**config.mk**
```make
export PLATFORM = sky130hd
export DESIGN_NAME = tcap_timer
export DESIGN_NICKNAME = d
export VERILOG_FILES = /design/src/inc/tcap_pkg.sv /design/src/tcap_timer.sv
export SDC_FILE = /design/constraint.sdc
export NUM_CORES = 1
export LEC_CHECK = 0
export BUFFER_PORTS_ARGS = -buffer_cell sky130_fd_sc_hd__buf_2
export CELL_PAD_IN_SITES_DETAIL_PLACEMENT = 1
export CELL_PAD_IN_SITES_GLOBAL_PLACEMENT = 2
export CORE_ASPECT_RATIO = 0.6
export CORE_UTILIZATION = 36
export DETAILED_ROUTE_END_ITERATION = 10
export GPL_ROUTABILITY_DRIVEN = 1
export PLACE_DENSITY_LB_ADDON = 0.1
export REMOVE_ABC_BUFFERS = 1
export SYNTH_ARGS = -nofsm -noshare
export SYNTH_HDL_FRONTEND = slang
export SYNTH_SLANG_ARGS = --single-unit
```
**constraint.sdc**
```tcl
create_clock -name mclk_in -period 2 [get_ports mclk_in]
set_input_delay 0.1 -clock mclk_in [delete_from_list [all_inputs] [get_ports mclk_in]]
set_output_delay 0.1 -clock mclk_in [all_outputs]
set_load 0.03 [all_outputs]
```
**src/inc/tcap_pkg.sv**
```systemverilog
// Purpose: constants and types for the capture timer block
// Assumes: 8-bit register port, byte addresses as printed
// Notes: main timer registers sit at offsets chosen for this block
package tcap_pkg;
    localparam logic [7:0] TCAP_ADDR_MAIN_MODE = 8'h00_FA;
    localparam logic [7:0] TCAP_ADDR_MAIN_LOW = 8'h00_FB;
    localparam logic [7:0] TCAP_ADDR_MAIN_HIGH = 8'h00_FC;
    localparam logic [7:0] TCAP_ADDR_CAP_MODE = 8'h00_FD;
    localparam logic [7:0] TCAP_ADDR_CAP_LOW = 8'h00_FE;
    localparam logic [7:0] TCAP_ADDR_CAP_HIGH = 8'h00_FF;
    localparam logic [7:0] TCAP_ADDR_FLAGS = 8'h00_F9;
    // main mode fields
    localparam int TCAP_MM_ENABLE = 7;
    localparam int TCAP_MM_RATE_LSB = 4;
    localparam int TCAP_MM_SRC = 3;
    // capture mode fields
    localparam int TCAP_CM_ENABLE = 7;
    localparam int TCAP_CM_OVSEL = 3;
    localparam int TCAP_CM_GO = 2;
    localparam int TCAP_CM_FSEL_LSB = 0;
    // flag register fields
    localparam int TCAP_FL_FLAG = 0;
    localparam int TCAP_FL_IEN = 1;
    localparam logic [7:0] TCAP_RESET_BYTE = 8'h00_00;
    localparam logic [15:0] TCAP_RESET_WORD = 16'h0000;
    localparam logic [15:0] TCAP_FULL_SCALE = 16'hFFFF;
    localparam logic [7:0] TCAP_MM_MASK = 8'h00_F8;
    localparam logic [7:0] TCAP_CM_MASK = 8'h00_8F;
    localparam logic [6:0] TCAP_PRE_RESET = 7'h00;
    typedef enum logic [1:0] {
        TCAP_FN_CONT,
        TCAP_FN_HIGH,
        TCAP_FN_LOW,
        TCAP_FN_CYCLE
    } tcap_fn_t;
    typedef struct packed {
        logic [7:0] addr;
        logic [7:0] wdata;
        logic wr;
        logic rd;
    } tcap_bus_t;
endpackage

```
**src/tcap_timer.sv**
```systemverilog
// Purpose: 16-bit up timer with capture/measurement on one input pin
// Assumes: inputs synchronous to mclk_in; cpu and hosc ticks are
//          one-cycle enables from the clock system
// Notes: 8-bit register port, read data valid the cycle after strobe
//
// Overview of operation
// capture works only with both enables set
// function select picks continuous/high/low/cycle
// go waits start edge, counts, stops, flags
// continuous mode: both counters idle until rise
// capture counter advances on input rising edges
// overflow select 0 ends on capture wrap
// overflow select 1 ends on main wrap
// high mode: rise starts, fall stops
// go while high skips current high pulse
// low mode: fall starts, rise stops
// go while low skips current low pulse
// cycle mode: rise starts, next rise stops
// cycle mode mid-pulse waits next rising edge
// flag with enable requests timer interrupt
// mode register bits layout, reset zero
// go reads one while waiting or counting
// high byte held, low write loads both
// low read latches high byte snapshot
// software preloads counters for duration
// software preloads counters for edge count
// main counter ticks prescaled, wrap sets flag
// clock source select and 3-bit prescale select
// input synchronised, edges from synced samples
//
// Implementation choice: strobed register access.
`timescale 1ns/1ps
`default_nettype none
module tcap_timer
    import tcap_pkg::*;
(
    input wire logic mclk_in,
    input wire logic rstn_in,
    input wire logic cpu_tick_in,
    input wire logic hosc_tick_in,
    input wire logic capture_input_pin_in,
    input wire logic [7:0] bus_addr_in,
    input wire logic [7:0] bus_wdata_in,
    input wire logic bus_wr_in,
    input wire logic bus_rd_in,
    output logic [7:0] bus_rdata_out,
    output logic irq_out
);
    typedef enum logic [1:0] {
        TCAP_ST_IDLE,
        TCAP_ST_WAIT,
        TCAP_ST_RUN
    } tcap_st_t;

    tcap_bus_t bus;
    assign bus.addr = bus_addr_in;
    assign bus.wdata = bus_wdata_in;
    assign bus.wr = bus_wr_in;
    assign bus.rd = bus_rd_in;

    logic [7:0] main_mode;
    logic capture_enable;
    logic capture_overflow_select;
    logic [1:0] capture_function_select;
    logic capture_go;
    logic main_timer_flag;
    logic main_timer_irq_enable;
    logic [15:0] main_count;
    logic [15:0] capture_count;
    logic [7:0] main_high_hold;
    logic [7:0] cap_high_hold;
    logic [7:0] main_high_snap;
    logic [7:0] cap_high_snap;
    logic [6:0] prescale;
    logic sync_a;
    logic sync_b;
    logic pin_prev;
    tcap_st_t state;

    wire main_timer_enable = main_mode[TCAP_MM_ENABLE];
    wire [2:0] main_prescale_select = main_mode[6:4];
    wire main_clock_source_select = main_mode[TCAP_MM_SRC];
    wire active = main_timer_enable && capture_enable;
    wire rise = sync_b && !pin_prev;
    wire fall = !sync_b && pin_prev;
    wire wr_mm = bus.wr && bus.addr == TCAP_ADDR_MAIN_MODE;
    wire wr_ml = bus.wr && bus.addr == TCAP_ADDR_MAIN_LOW;
    wire wr_mh = bus.wr && bus.addr == TCAP_ADDR_MAIN_HIGH;
    wire wr_cm = bus.wr && bus.addr == TCAP_ADDR_CAP_MODE;
    wire wr_cl = bus.wr && bus.addr == TCAP_ADDR_CAP_LOW;
    wire wr_ch = bus.wr && bus.addr == TCAP_ADDR_CAP_HIGH;
    wire wr_fl = bus.wr && bus.addr == TCAP_ADDR_FLAGS;
    wire rd_ml = bus.rd && bus.addr == TCAP_ADDR_MAIN_LOW;
    wire rd_cl = bus.rd && bus.addr == TCAP_ADDR_CAP_LOW;

    // input synchroniser; only sync_b is looked at
    always_ff @(posedge mclk_in or negedge rstn_in) begin
        if (!rstn_in) begin
            sync_a <= 1'b0;
            sync_b <= 1'b0;
            pin_prev <= 1'b0;
        end else begin
            sync_a <= capture_input_pin_in;
            sync_b <= sync_a;
            pin_prev <= sync_b;
        end
    end

    // prescaler: select 000 divides by 128, 111 by 1
    logic src_tick;
    logic main_tick;
    logic [6:0] pre_mask;
    always_comb begin
        src_tick = main_clock_source_select ? hosc_tick_in
                                            : cpu_tick_in;
        pre_mask = 7'h7F >> main_prescale_select;
        main_tick = main_timer_enable && src_tick
                    && ((prescale & pre_mask) == pre_mask);
    end

    always_ff @(posedge mclk_in or negedge rstn_in) begin
        if (!rstn_in) begin
            prescale <= TCAP_PRE_RESET;
        end else if (!main_timer_enable) begin
            prescale <= TCAP_PRE_RESET;
        end else if (src_tick) begin
            prescale <= prescale + 7'h01;
        end
    end

    // measurement sequencer
    logic start_ev;
    logic stop_ev;
    logic main_wrap;
    logic cap_wrap;
    logic cap_step;
    logic main_step;
    tcap_fn_t fn;
    always_comb begin
        fn = tcap_fn_t'(capture_function_select);
        start_ev = 1'b0;
        unique case (fn)
            TCAP_FN_CONT: start_ev = rise;
            TCAP_FN_HIGH: start_ev = rise;
            TCAP_FN_LOW: start_ev = fall;
            TCAP_FN_CYCLE: start_ev = rise;
        endcase
        // counting only in run; timer free-runs when capture is off
        main_step = main_tick && (!active || state == TCAP_ST_RUN);
        // the start edge is itself the first counted edge
        cap_step = active && fn == TCAP_FN_CONT && rise
                   && (state == TCAP_ST_RUN
                       || state == TCAP_ST_WAIT);
        main_wrap = main_step && main_count == TCAP_FULL_SCALE;
        cap_wrap = cap_step && capture_count == TCAP_FULL_SCALE;
        stop_ev = 1'b0;
        unique case (fn)
            TCAP_FN_CONT: stop_ev = capture_overflow_select ? main_wrap
                                                            : cap_wrap;
            TCAP_FN_HIGH: stop_ev = fall;
            TCAP_FN_LOW: stop_ev = rise;
            TCAP_FN_CYCLE: stop_ev = rise;
        endcase
    end

    wire done = active && state == TCAP_ST_RUN && stop_ev;
    wire go_set = wr_cm && bus.wdata[TCAP_CM_GO];

    always_ff @(posedge mclk_in or negedge rstn_in) begin
        if (!rstn_in) begin
            state <= TCAP_ST_IDLE;
        end else if (!active) begin
            state <= TCAP_ST_IDLE;
        end else begin
            unique case (state)
                TCAP_ST_IDLE: if (go_set) state <= TCAP_ST_WAIT;
                TCAP_ST_WAIT: if (start_ev) state <= TCAP_ST_RUN;
                TCAP_ST_RUN: if (done) state <= TCAP_ST_IDLE;
            endcase
        end
    end

    // capture mode register; done clears go
    always_ff @(posedge mclk_in or negedge rstn_in) begin
        if (!rstn_in) begin
            capture_enable <= 1'b0;
            capture_overflow_select <= 1'b0;
            capture_function_select <= 2'b00;
            capture_go <= 1'b0;
        end else begin
            if (wr_cm) begin
                capture_enable <= bus.wdata[TCAP_CM_ENABLE];
                capture_overflow_select <= bus.wdata[TCAP_CM_OVSEL];
                capture_function_select <= bus.wdata[1:0];
            end
            if (done) begin
                capture_go <= 1'b0;
            end else if (wr_cm) begin
                capture_go <= bus.wdata[TCAP_CM_GO] && active;
            end else if (state == TCAP_ST_IDLE && !go_set) begin
                capture_go <= capture_go && active;
            end
        end
    end

    always_ff @(posedge mclk_in or negedge rstn_in) begin
        if (!rstn_in) begin
            main_mode <= TCAP_RESET_BYTE;
        end else if (wr_mm) begin
            main_mode <= bus.wdata & TCAP_MM_MASK;
        end
    end

    // flag: hardware set wins over software clear
    always_ff @(posedge mclk_in or negedge rstn_in) begin
        if (!rstn_in) begin
            main_timer_flag <= 1'b0;
            main_timer_irq_enable <= 1'b0;
        end else begin
            if (wr_fl) begin
                main_timer_irq_enable <= bus.wdata[TCAP_FL_IEN];
            end
            if (main_wrap || done) begin
                main_timer_flag <= 1'b1;
            end else if (wr_fl && !bus.wdata[TCAP_FL_FLAG]) begin
                main_timer_flag <= 1'b0;
            end
        end
    end

    always_ff @(posedge mclk_in or negedge rstn_in) begin
        if (!rstn_in) begin
            irq_out <= 1'b0;
        end else begin
            irq_out <= main_timer_flag && main_timer_irq_enable;
        end
    end

    // main counter; high byte held until low write
    always_ff @(posedge mclk_in or negedge rstn_in) begin
        if (!rstn_in) begin
            main_count <= TCAP_RESET_WORD;
            main_high_hold <= TCAP_RESET_BYTE;
        end else begin
            if (wr_mh) begin
                main_high_hold <= bus.wdata;
            end
            if (wr_ml) begin
                main_count <= {main_high_hold, bus.wdata};
            end else if (main_step) begin
                // stop tick still counts; a wrap lands on zero
                main_count <= main_count + 16'h0001;
            end
        end
    end

    // capture counter, same byte pairing
    always_ff @(posedge mclk_in or negedge rstn_in) begin
        if (!rstn_in) begin
            capture_count <= TCAP_RESET_WORD;
            cap_high_hold <= TCAP_RESET_BYTE;
        end else begin
            if (wr_ch) begin
                cap_high_hold <= bus.wdata;
            end
            if (wr_cl) begin
                capture_count <= {cap_high_hold, bus.wdata};
            end else if (cap_step) begin
                capture_count <= capture_count + 16'h0001;
            end
        end
    end

    // low-byte reads freeze the high byte for a consistent pair
    always_ff @(posedge mclk_in or negedge rstn_in) begin
        if (!rstn_in) begin
            main_high_snap <= TCAP_RESET_BYTE;
            cap_high_snap <= TCAP_RESET_BYTE;
        end else begin
            if (rd_ml) begin
                main_high_snap <= main_count[15:8];
            end
            if (rd_cl) begin
                cap_high_snap <= capture_count[15:8];
            end
        end
    end

    // read port; unmapped addresses read zero
    always_ff @(posedge mclk_in or negedge rstn_in) begin
        if (!rstn_in) begin
            bus_rdata_out <= TCAP_RESET_BYTE;
        end else if (bus.rd) begin
            unique case (bus.addr)
                TCAP_ADDR_MAIN_MODE: bus_rdata_out <= main_mode;
                TCAP_ADDR_MAIN_LOW: bus_rdata_out <= main_count[7:0];
                TCAP_ADDR_MAIN_HIGH: bus_rdata_out <= main_high_snap;
                TCAP_ADDR_CAP_MODE: bus_rdata_out <= {capture_enable,
                    3'b000, capture_overflow_select,
                    capture_go && active,
                    capture_function_select};
                TCAP_ADDR_CAP_LOW: bus_rdata_out <= capture_count[7:0];
                TCAP_ADDR_CAP_HIGH: bus_rdata_out <= cap_high_snap;
                TCAP_ADDR_FLAGS: bus_rdata_out <= {6'b000000,
                    main_timer_irq_enable, main_timer_flag};
                default: bus_rdata_out <= TCAP_RESET_BYTE;
            endcase
        end else begin
            bus_rdata_out <= TCAP_RESET_BYTE;
        end
    end
endmodule
`default_nettype wire

```
==> flow_summary.json, run 1 <==
{
  "status": "finished, violations left",
  "violations": "negative setup slack",
  "finClkSkew_ns": 0.00759,
  "num_vias": 4251,
  "slowest_delay_ns": 0.38,
  "cp_max_fo": 6,
  "core_area_mm2": 0.0131,
  "antenna_found_initial": 0,
  "path_buf_inv": 2,
  "first_pass_iters": 5,
  "synthMuxAreaShare_pct": 10.8,
  "crit_start": "state[0]",
  "cts_tree": "yes",
  "final_antenna_net_count": 0,
  "nNetsFinal": 596,
  "htreeDepth": 3,
  "dieArea_mm2": 0.0142,
  "cts_root_buffer": "clkbuf_16",
  "clock-sinks": 97,
  "syn_area_mm2": 0.00492,
  "criticalPathCategory": "reg -> reg",
  "grt_pass1_vias": 4308,
  "viasPerCell": 5.73,
  "cts_buffer_depth": 2,
  "grt_max_degree": 38,
  "final_cell_count_no_fill": 742,
  "clk_pin_slew_ns": 0.07,
  "synth_edf_count": 0,
  "cts_made_buffers": 9,
  "dp_cells": 711,
  "synth_top_family_by_area": "simple AND/OR/NAND/NOR gates",
  "ys_seq_elements": 97,
  "syn_to_final_growth_pct": 29.3,
  "wl_per_cell_um": 21.6,
  "yosys.area_share.simple_pct": 19.4,
  "max_cap_violations": 0,
  "synth_top_area_share_pct": 49.3,
  "endpoint_kind": "register",
  "insertion_delay_ns": 0.35,
  "fillCellCount": 1461,
  "rsz0062_at_grt": "true",
  "synth.avg_cell_area_um2": 10.6,
  "r2r_slack_ns": -0.04,
  "yosys.area_share.xor_xnor_pct": 4.09,
  "worstPathArrival_ns": 2.31,
  "vdd_drop_max_mv": 0.432,
  "post-dp-hpwl_um": 12000,
  "fin_crit_ns": 2.04,
  "fmax_ghz": 0.490,
  "grt_overflow": 0,
  "drv_slew": 0,
  "cp_top_family": "compound AO/OA/AOI/OAI gates",
  "setup_viol_count_final": 6,
  "worstHoldStart": "bus_wdata_in[4]",
  "slowest_stage": "dfrtp_1",
  "critPathRequiredTime_ns": 2.27,
  "layout_commonest_cell": "dfrtp_1",
  "grtUsageTotal_pct": 24.3,
  "ys_warn_count": 0,
  "rr_startpoint": "state[0]",
  "post-route-util_pct": 48.6,
  "start_util_pct": 37.6,
  "grt_pass1_wl_um": 25400,
  "drcViolationCount": 0,
  "synthTopCellsByArea": "dfrtp_1 (49%), mux2_2 (6.4%), nand2_1 (3.1%)",
  "synth_compound_area_share_pct": 12.6,
  "timing.slew.headroom_pct": 42.5,
  "post-route-period-util_pct": 102,
  "drt_iter0_drc": 286,
  "layout_setup_ws_ns": -0.0408,
  "tightest_slew_ns": 0.857,
  "async_reset_ff_share_pct": 100,
  "io_buffers": 31,
  "place_congestion": 0.844,
  "synthFlopType": "dfrtp_1",
  "post-place-ws_ns": -0.184,
  "diodes": 0,
  "final_cell_mix": "dfrtp_1 (96), buf_4 (67), nor2_1 (38)",
  "fin_setup_tns_ns": -0.153,
  "die_w_um": 153,
  "p_leak_nw": 2.86,
  "pin_count": 32,
  "synth_cell_types": 56,
  "std_cell_rows": 32,
  "yosys.area.top_type": "dfrtp_1",
  "hp-class": "in -> reg",
  "die_h_um": 92.6,
  "drive_gt1_share_pct": 32.5,
  "crit_chain": "inv_2 > ha_4 > buf_6 > or3b_4 > a21oi_2 > o32ai_2 > a311oi_4 > mux2i_1",
  "wl_um": 16000,
  "syn_inst": 465,
  "yosysSeqAreaShare_pct": 49.3,
  "hold_viol": 0,
  "synth_fa_ha_area_share_pct": 1.52,
  "powerDensity_mw_per_mm2": 714,
  "start_kind": "register"
}
==> routing by layer <==
layer	part of all wire [%]	routed length, um	track usage, %	vias up
li1	-	-	-	1925
met5	0	0	0	-
met1	51	8190	36.9	2173
met3	6.1	984	5.10	21
met2	41	6540	34.3	132
met4	1.9	298	6.90	0
==> Yosys cell counts (3+ instances only) <==
cell,number
a21oi_1,28
a222oi_1,9
a22oi_1,7
a31oi_1,10
and2_1,6
and3_1,5
buf_2,4
clkbuf_1,9
dfrtp_1,97
ha_1,6
inv_1,11
mux2_1,13
mux2_2,28
mux2i_1,7
nand2_1,41
nand2b_1,7
nand3_1,23
nand4_1,14
nor2_1,38
nor2b_1,3
nor3_1,3
nor4_1,6
nor4_4,4
o211ai_1,4
o21ai_0,12
or2_2,3
or3_1,9
or4_1,3
xnor2_1,6
xor2_1,17
==> timing repair <==
item,CTS,global route
endpoints found under the hold margin,26,0
resized for setup,22,18
pin swaps,18,19
hold buffers,2,0
buffers inserted,9,5
setup endpoints to repair,17,28
==> where the power goes <==
| part | internal (mW) | switching [mW] | leakage, nW |
|---|---|---|---|
| Sequential | 2.05 | 0.0869 | 1.25 |
| Combinational | 0.195 | 0.266 | 1.45 |
| Clock | 1.15 | 0.801 | 0.165 |
==> metrics by stage <==
stage | hold WS (ns) | power [mW] | area [um2]
5_1_grt | 0.0959 | 4.72 | 6370
4_1_cts | 0.0730 | 4.58 | 6240
3_5_place_dp | 0.0705 | 2.60 | 5710
6_report | 0.0893 | 4.55 | 6370
2_1_floorplan | -0.196 | 2.33 | 4860
3_3_place_gp | 0.0649 | 2.59 | 5710
==> layout make-up <==
type	instances	area [um2]	area share, %
Multi-Input combinational cell	342	2580	40.5
Sequential cell	97	2430	38.1
Timing Repair Buffer	106	769	12.1
Clock buffer	10	239	3.75
Tap cell	170	213	3.34
Clock inverter	6	97.6	1.53
Inverter	11	41.3	0.648
==> worst paths after layout <==
check | to | cells past startpoint
min in group asynchronous | main_high_hold[1] | 2
max in group asynchronous | main_mode[7] | 3
worst min-delay path | main_high_hold[4] | 2
worst max-delay path | state[0] | 8
worst min register to register | sync_b | 0
worst max register to register | state[0] | 8
==> registers in the layout, summed over array words and instances, names as in the netlist, 2 cells and up <==
name / flops
bus_rdata_out: 8
cap_high_hold: 8
cap_high_snap: 8
capture_count: 16
capture_function_select: 2
main_count: 16
main_high_hold: 8
main_high_snap: 8
main_mode: 5
prescale: 7
state: 2
==> logic make-up (layout without fill, tap and decap cells) <==
| logic type | after synthesis | in the layout |
|---|---|---|
| AOI/OAI and AO/OA | 90 | 90 |
| xor gates and xnor gates | 23 | 23 |
| adders and majority gates | 6 | 6 |
| buffers and inverters | 26 | 133 |
| DFF | 97 | 97 |
| muxes | 48 | 48 |
| and+or+nand+nor | 175 | 175 |
(Power assumes the default switching activity.)
==> run 2, diff against run 1 <==
Settings changed: CORE_MARGIN from default to 5, SKIP_CTS_REPAIR_TIMING from default to 1.
==> run 2 against run 1 <==
The flow still finishes with violations (negative setup slack). Cell count is 0.54% higher. Global-route usage is 3.5 points lower. Core utilization is 2.7 points lower. Largest power group unchanged. Critical path depth is 1 lower.
==> flow_summary.json, run 2 (synthesized netlist as in run 1, its figures left out) <==
{
  "clk_pin_slew_ns": 0.08,
  "endpoint_kind": "register",
  "switching_share_pct": 26.9,
  "post-route-period-util_pct": 106,
  "grtUsageTotal_pct": 20.8,
  "drv_slew": 0,
  "cp_top_family": "compound AO/OA/AOI/OAI gates",
  "cp_max_fo": 4,
  "pwr-share-seq_pct": 48.1,
  "pin_count": 32,
  "nNetsFinal": 595,
  "wl_um": 16100,
  "status": "finished, violations left",
  "io_buffers": 31,
  "core_area_mm2": 0.0135,
  "max_cap_violations": 0,
  "diodes": 0,
  "grt_overflow": 0,
  "grt_max_degree": 36,
  "cts_made_buffers": 9,
  "combPwrFrac_pct": 10.3,
  "layout_commonest_cell": "dfrtp_1",
  "drt_iter0_drc": 263,
  "num_vias": 4102,
  "p_leak_nw": 2.82,
  "vdd_drop_max_mv": 0.349,
  "p_total_mw": 4.42,
  "setup_viol_count_final": 12,
  "viasPerCell": 5.50,
  "top_regs": "capture_count (16), main_count (16)",
  "hold_viol": 0,
  "std_cell_rows": 33,
  "powerDensity_mw_per_mm2": 711,
  "antenna_found_initial": 0,
  "worstPathArrival_ns": 2.40,
  "wl_per_cell_um": 21.6,
  "p_sw_mw": 1.19,
  "dieArea_mm2": 0.0162,
  "p_clk_share_pct": 41.6,
  "violations": "negative setup slack",
  "grt_busiest_layer": "met1",
  "slowest_stage": "dfrtp_1",
  "drcViolationCount": 0,
  "die_w_um": 161,
  "start_kind": "register",
  "critPathRequiredTime_ns": 2.27,
  "cts_tree": "yes",
  "grt_pass1_wl_um": 25500,
  "htreeDepth": 3,
  "slowest_delay_ns": 0.40,
  "cts_root_buffer": "clkbuf_16",
  "rsz0062_at_grt": "true",
  "start_util_pct": 36.4,
  "layout_setup_ws_ns": -0.125,
  "hp-class": "in -> reg",
  "critPathMostFrequentCell": "buf_4",
  "insertion_delay_ns": 0.36,
  "first_pass_iters": 4,
  "tightest_slew_ns": 0.798,
  "cts_buffer_depth": 2,
  "fillCellCount": 1509,
  "grt_pass1_vias": 4387,
  "fmax_ghz": 0.471,
  "internal_power_mw": 3.24,
  "final_antenna_net_count": 0,
  "grt_use_met1_pct": 31.6,
  "place_congestion": 0.854,
  "met2_usage_pct": 30.1,
  "syn_to_final_growth_pct": 26.4,
  "finClkSkew_ns": 0.0114,
  "fin_setup_tns_ns": -0.909,
  "clock-sinks": 97,
  "criticalPathCategory": "reg -> reg",
  "timing.slew.headroom_pct": 46.4,
  "final_cell_mix": "dfrtp_1 (96), buf_4 (68), nand2_1 (40)",
  "grtUsageMet3_pct": 4.62,
  "drive_gt1_share_pct": 30.5,
  "fin_crit_ns": 2.12,
  "path_buf_inv": 2,
  "post-dp-hpwl_um": 12100,
  "die_h_um": 101,
  "crit_chain": "mux2i_2 > a2111oi_4 > buf_4 > nand4_1 > buf_4 > a311oi_2 > mux2i_1"
}
## run 2: cell types whose count changed in the layout (fill, tap and decap cells not counted), sizes merged
cell / previous run / this run
bufinv: 2 / 1
buf: 104 / 103
clkinvlp: 0 / 2
inv: 13 / 14
clkinv: 2 / 1
clkbuf: 10 / 9
## run 2: power groups by stage
stage | clock network, mW | registers, mW | logic (mW)
global route | 1.97 | 2.14 | 0.500
finish | 1.84 | 2.13 | 0.456
global placement | 0 | 2.16 | 0.434
CTS | 1.89 | 2.13 | 0.445
floorplan | 0 | 2.15 | 0.178
detailed placement | 0 | 2.16 | 0.443
## run 2: stage by stage
step                worst slack (ns)  hold slack [ns]  std cells  cell area [um2]  utilization, %
global placement             -0.0665           0.0776        718             5740            42.4
detailed placement            -0.229           0.0774        718             5740            42.4
finish                        -0.125           0.0920        746             6220            46.0
global route                  -0.195           0.0894        746             6220            46.0
CTS                           -0.253           -0.307        734             6050            44.6
floorplan                     -0.651           -0.196        450             4860               -
## run 2: tightest hold or removal path, cell delays in order
cell and delay, ns:
buf_2 0.16, nand2_1 0.07, o21ai_0 0.07
## run 2: metal layers
metal	wire length, um	vias to the layer above	part of all wire (%)
met1	8250	2096	51
li1	-	1917	-
met2	6630	76	41
met4	192	0	1.2
met5	0	-	0
met3	1020	13	6.3
## run 2: final timing paths
path,cells past startpoint,end,slack [ns],start
worst max-delay path,7,state[1],-0.12,main_mode[3]
worst min-delay path,3,main_count[0],0.09,bus_wdata_in[0]
worst max register to register,7,state[1],-0.12,main_mode[3]
worst min register to register,0,sync_b,0.41,sync_a
max in group asynchronous,3,capture_count[1],1.16,rstn_in
min in group asynchronous,2,prescale[1],0.22,rstn_in
## run 2: area by class of cell
| cell class | count | area (um2) | share of cell area, % |
|---|---|---|---|
| Sequential cell | 97 | 2430 | 39.0 |
| Tap cell | 175 | 219 | 3.52 |
| Clock buffer | 9 | 225 | 3.62 |
| Clock inverter | 7 | 85.1 | 1.37 |
| Inverter | 11 | 41.3 | 0.663 |
| Multi-Input combinational cell | 342 | 2470 | 39.7 |
| Timing Repair Buffer | 105 | 754 | 12.1 |
==> run 3, diff against run 2 <==
Settings changed: CORE_ASPECT_RATIO 0.6 to 1.5.
==> run 3 against run 2 <==
The flow still finishes with violations (negative setup slack). Highest routed layer unchanged. Setup slack better by 0.029 ns. Largest power group unchanged. Clock skew down 0.00096 ns. Sequential power about the same. Maximum frequency up 1.4%. Wire length down 0.14%. Critical path type unchanged. Clock power up 3%.
==> flow_summary.json, run 3 (synthesized netlist as in run 1, its figures left out) <==
{
  "status": "finished, violations left",
  "violations": "negative setup slack",
  "endpoint": "state[0]",
  "max_cap_violations": 0,
  "post-dp-hpwl_um": 12300,
  "wl_per_cell_um": 22.2,
  "post-place-ws_ns": -0.141,
  "p_leak_nw": 2.80,
  "combPwrFrac_pct": 10.0,
  "final_antenna_net_count": 0,
  "io_buffers": 31,
  "grt_pass1_wl_um": 25300,
  "core_area_mm2": 0.0135,
  "dpl-instance-area_mm2": 0.00574,
  "internal_power_mw": 3.33,
  "critPathRequiredTime_ns": 2.26,
  "cts_buffer_depth": 2,
  "start_util_pct": 36.6,
  "grtUsageTotal_pct": 20.5,
  "drcViolationCount": 0,
  "wl_um": 16100,
  "p_total_mw": 4.47,
  "timing.slew.headroom_pct": 48.5,
  "layout_commonest_cell": "dfrtp_1",
  "setup_viol_count_final": 6,
  "criticalPathCategory": "reg -> reg",
  "endpoint_kind": "register",
  "worstPathArrival_ns": 2.35,
  "grt_overflow": 0,
  "final_area_mm2": 0.00623,
  "wl_met3_um": 372,
  "switching_share_pct": 25.3,
  "crit_start": "state[0]",
  "std_cell_rows": 52,
  "clock-sinks": 97,
  "pwr-share-seq_pct": 47.7,
  "cp_max_fo": 4,
  "nNetsFinal": 588,
  "insertion_delay_ns": 0.35,
  "fin_crit_ns": 2.10,
  "num_vias": 4105,
  "drv_slew": 0,
  "dr_wl_met2_um": 9060,
  "viasPerCell": 5.66,
  "hold_viol": 0,
  "vdd_drop_max_mv": 0.409,
  "highest_layer": "met4",
  "final_cell_mix": "dfrtp_1 (95), buf_4 (57), nand2_1 (39)",
  "grt_pass1_vias": 4487,
  "r2r_slack_ns": -0.1,
  "drt_iter0_drc": 161,
  "die_h_um": 153,
  "rr_endpoint": "state[0]",
  "pin_count": 32,
  "place_congestion": 0.853,
  "rsz0062_at_grt": "true",
  "fmax_ghz": 0.477,
  "diodes": 0,
  "htreeDepth": 3,
  "layout_setup_ws_ns": -0.0953,
  "p_clk_share_pct": 42.4,
  "met1Wirelength_um": 6290,
  "dieArea_mm2": 0.0162,
  "fin_setup_tns_ns": -0.257,
  "die_w_um": 105,
  "cts_made_buffers": 9,
  "clk_pin_slew_ns": 0.07,
  "p_sw_mw": 1.13,
  "cts_tree": "yes",
  "final_cell_count_no_fill": 725,
  "ff2ff_path_depth": 8,
  "hp-class": "in -> reg",
  "first_pass_iters": 4,
  "antenna_found_initial": 0,
  "top_regs": "capture_count (16), main_count (16)",
  "post-route-period-util_pct": 105,
  "syn_to_final_growth_pct": 26.5,
  "start_kind": "register",
  "cts_root_buffer": "clkbuf_16",
  "dp_cells": 704,
  "grt_max_degree": 36,
  "drive_gt1_share_pct": 30.2,
  "rr_startpoint": "state[0]",
  "powerDensity_mw_per_mm2": 717,
  "tightest_slew_ns": 0.767,
  "finClkSkew_ns": 0.0104
}
==> run 3: cell types whose count changed in the layout (fill, tap and decap cells not counted), sizes merged <==
cell      delta
clkinvlp     -2
bufinv       +1
buf          -7
clkinv       +1
inv          -1
==> run 3: worst min path at each step <==
stage | start | end | slack [ns] | cells after the start
floorplan | rstn_in | bus_rdata_out[0] | -0.20 | 0
finish | bus_wdata_in[4] | main_count[4] | 0.09 | 3
CTS | rstn_in | main_count[1] | -0.27 | 1
global placement | rstn_in | main_count[1] | 0.09 | 1
global route | bus_wdata_in[4] | capture_count[4] | 0.09 | 3
detailed placement | rstn_in | main_count[1] | 0.11 | 1
==> run 3: per-stage QoR <==
step / hold WS, ns / util [%]
global route: 0.0914 / 46.2
global placement: 0.0908 / 42.6
detailed placement: 0.109 / 42.6
CTS: -0.266 / 44.9
finish: 0.0934 / 46.2
floorplan: -0.196 / -
==> run 3: worst max-delay path, stage by stage, from the launching register on <==
cell and delay, ns:
dfrtp_1 0.39, buf_4 0.14, buf_4 0.13, ha_2 0.21, or2_2 0.29, a21oi_2 0.16
o32ai_2 0.12, a311oi_4 0.34, mux2i_1 0.24
==> run 3: metal layers <==
| metal | global-route usage (%) | vias up |
|---|---|---|
| met5 | 0 | - |
| met4 | 6.11 | 0 |
| met3 | 3.25 | 23 |
| met2 | 39.2 | 64 |
| met1 | 23.0 | 2118 |
| li1 | - | 1900 |
==> run 3: final cells by class <==
cell class / instances / area [um2]
fillers: 1486 / 7240
multi-input cells: 342 / 2500
flip-flops and latches: 97 / 2430
well taps: 162 / 203
repair buffers: 98 / 734
clock inverters: 6 / 90.1
clock buffers: 9 / 225
inverters: 11 / 41.3
==> run 3: power by group through the flow <==
stage	clock network, mW	logic, mW	registers [mW]
5_1_grt	2.04	0.488	2.14
2_1_floorplan	0	0.178	2.15
3_3_place_gp	0	0.430	2.16
3_5_place_dp	0	0.438	2.17
4_1_cts	1.94	0.440	2.13
6_report	1.89	0.445	2.13
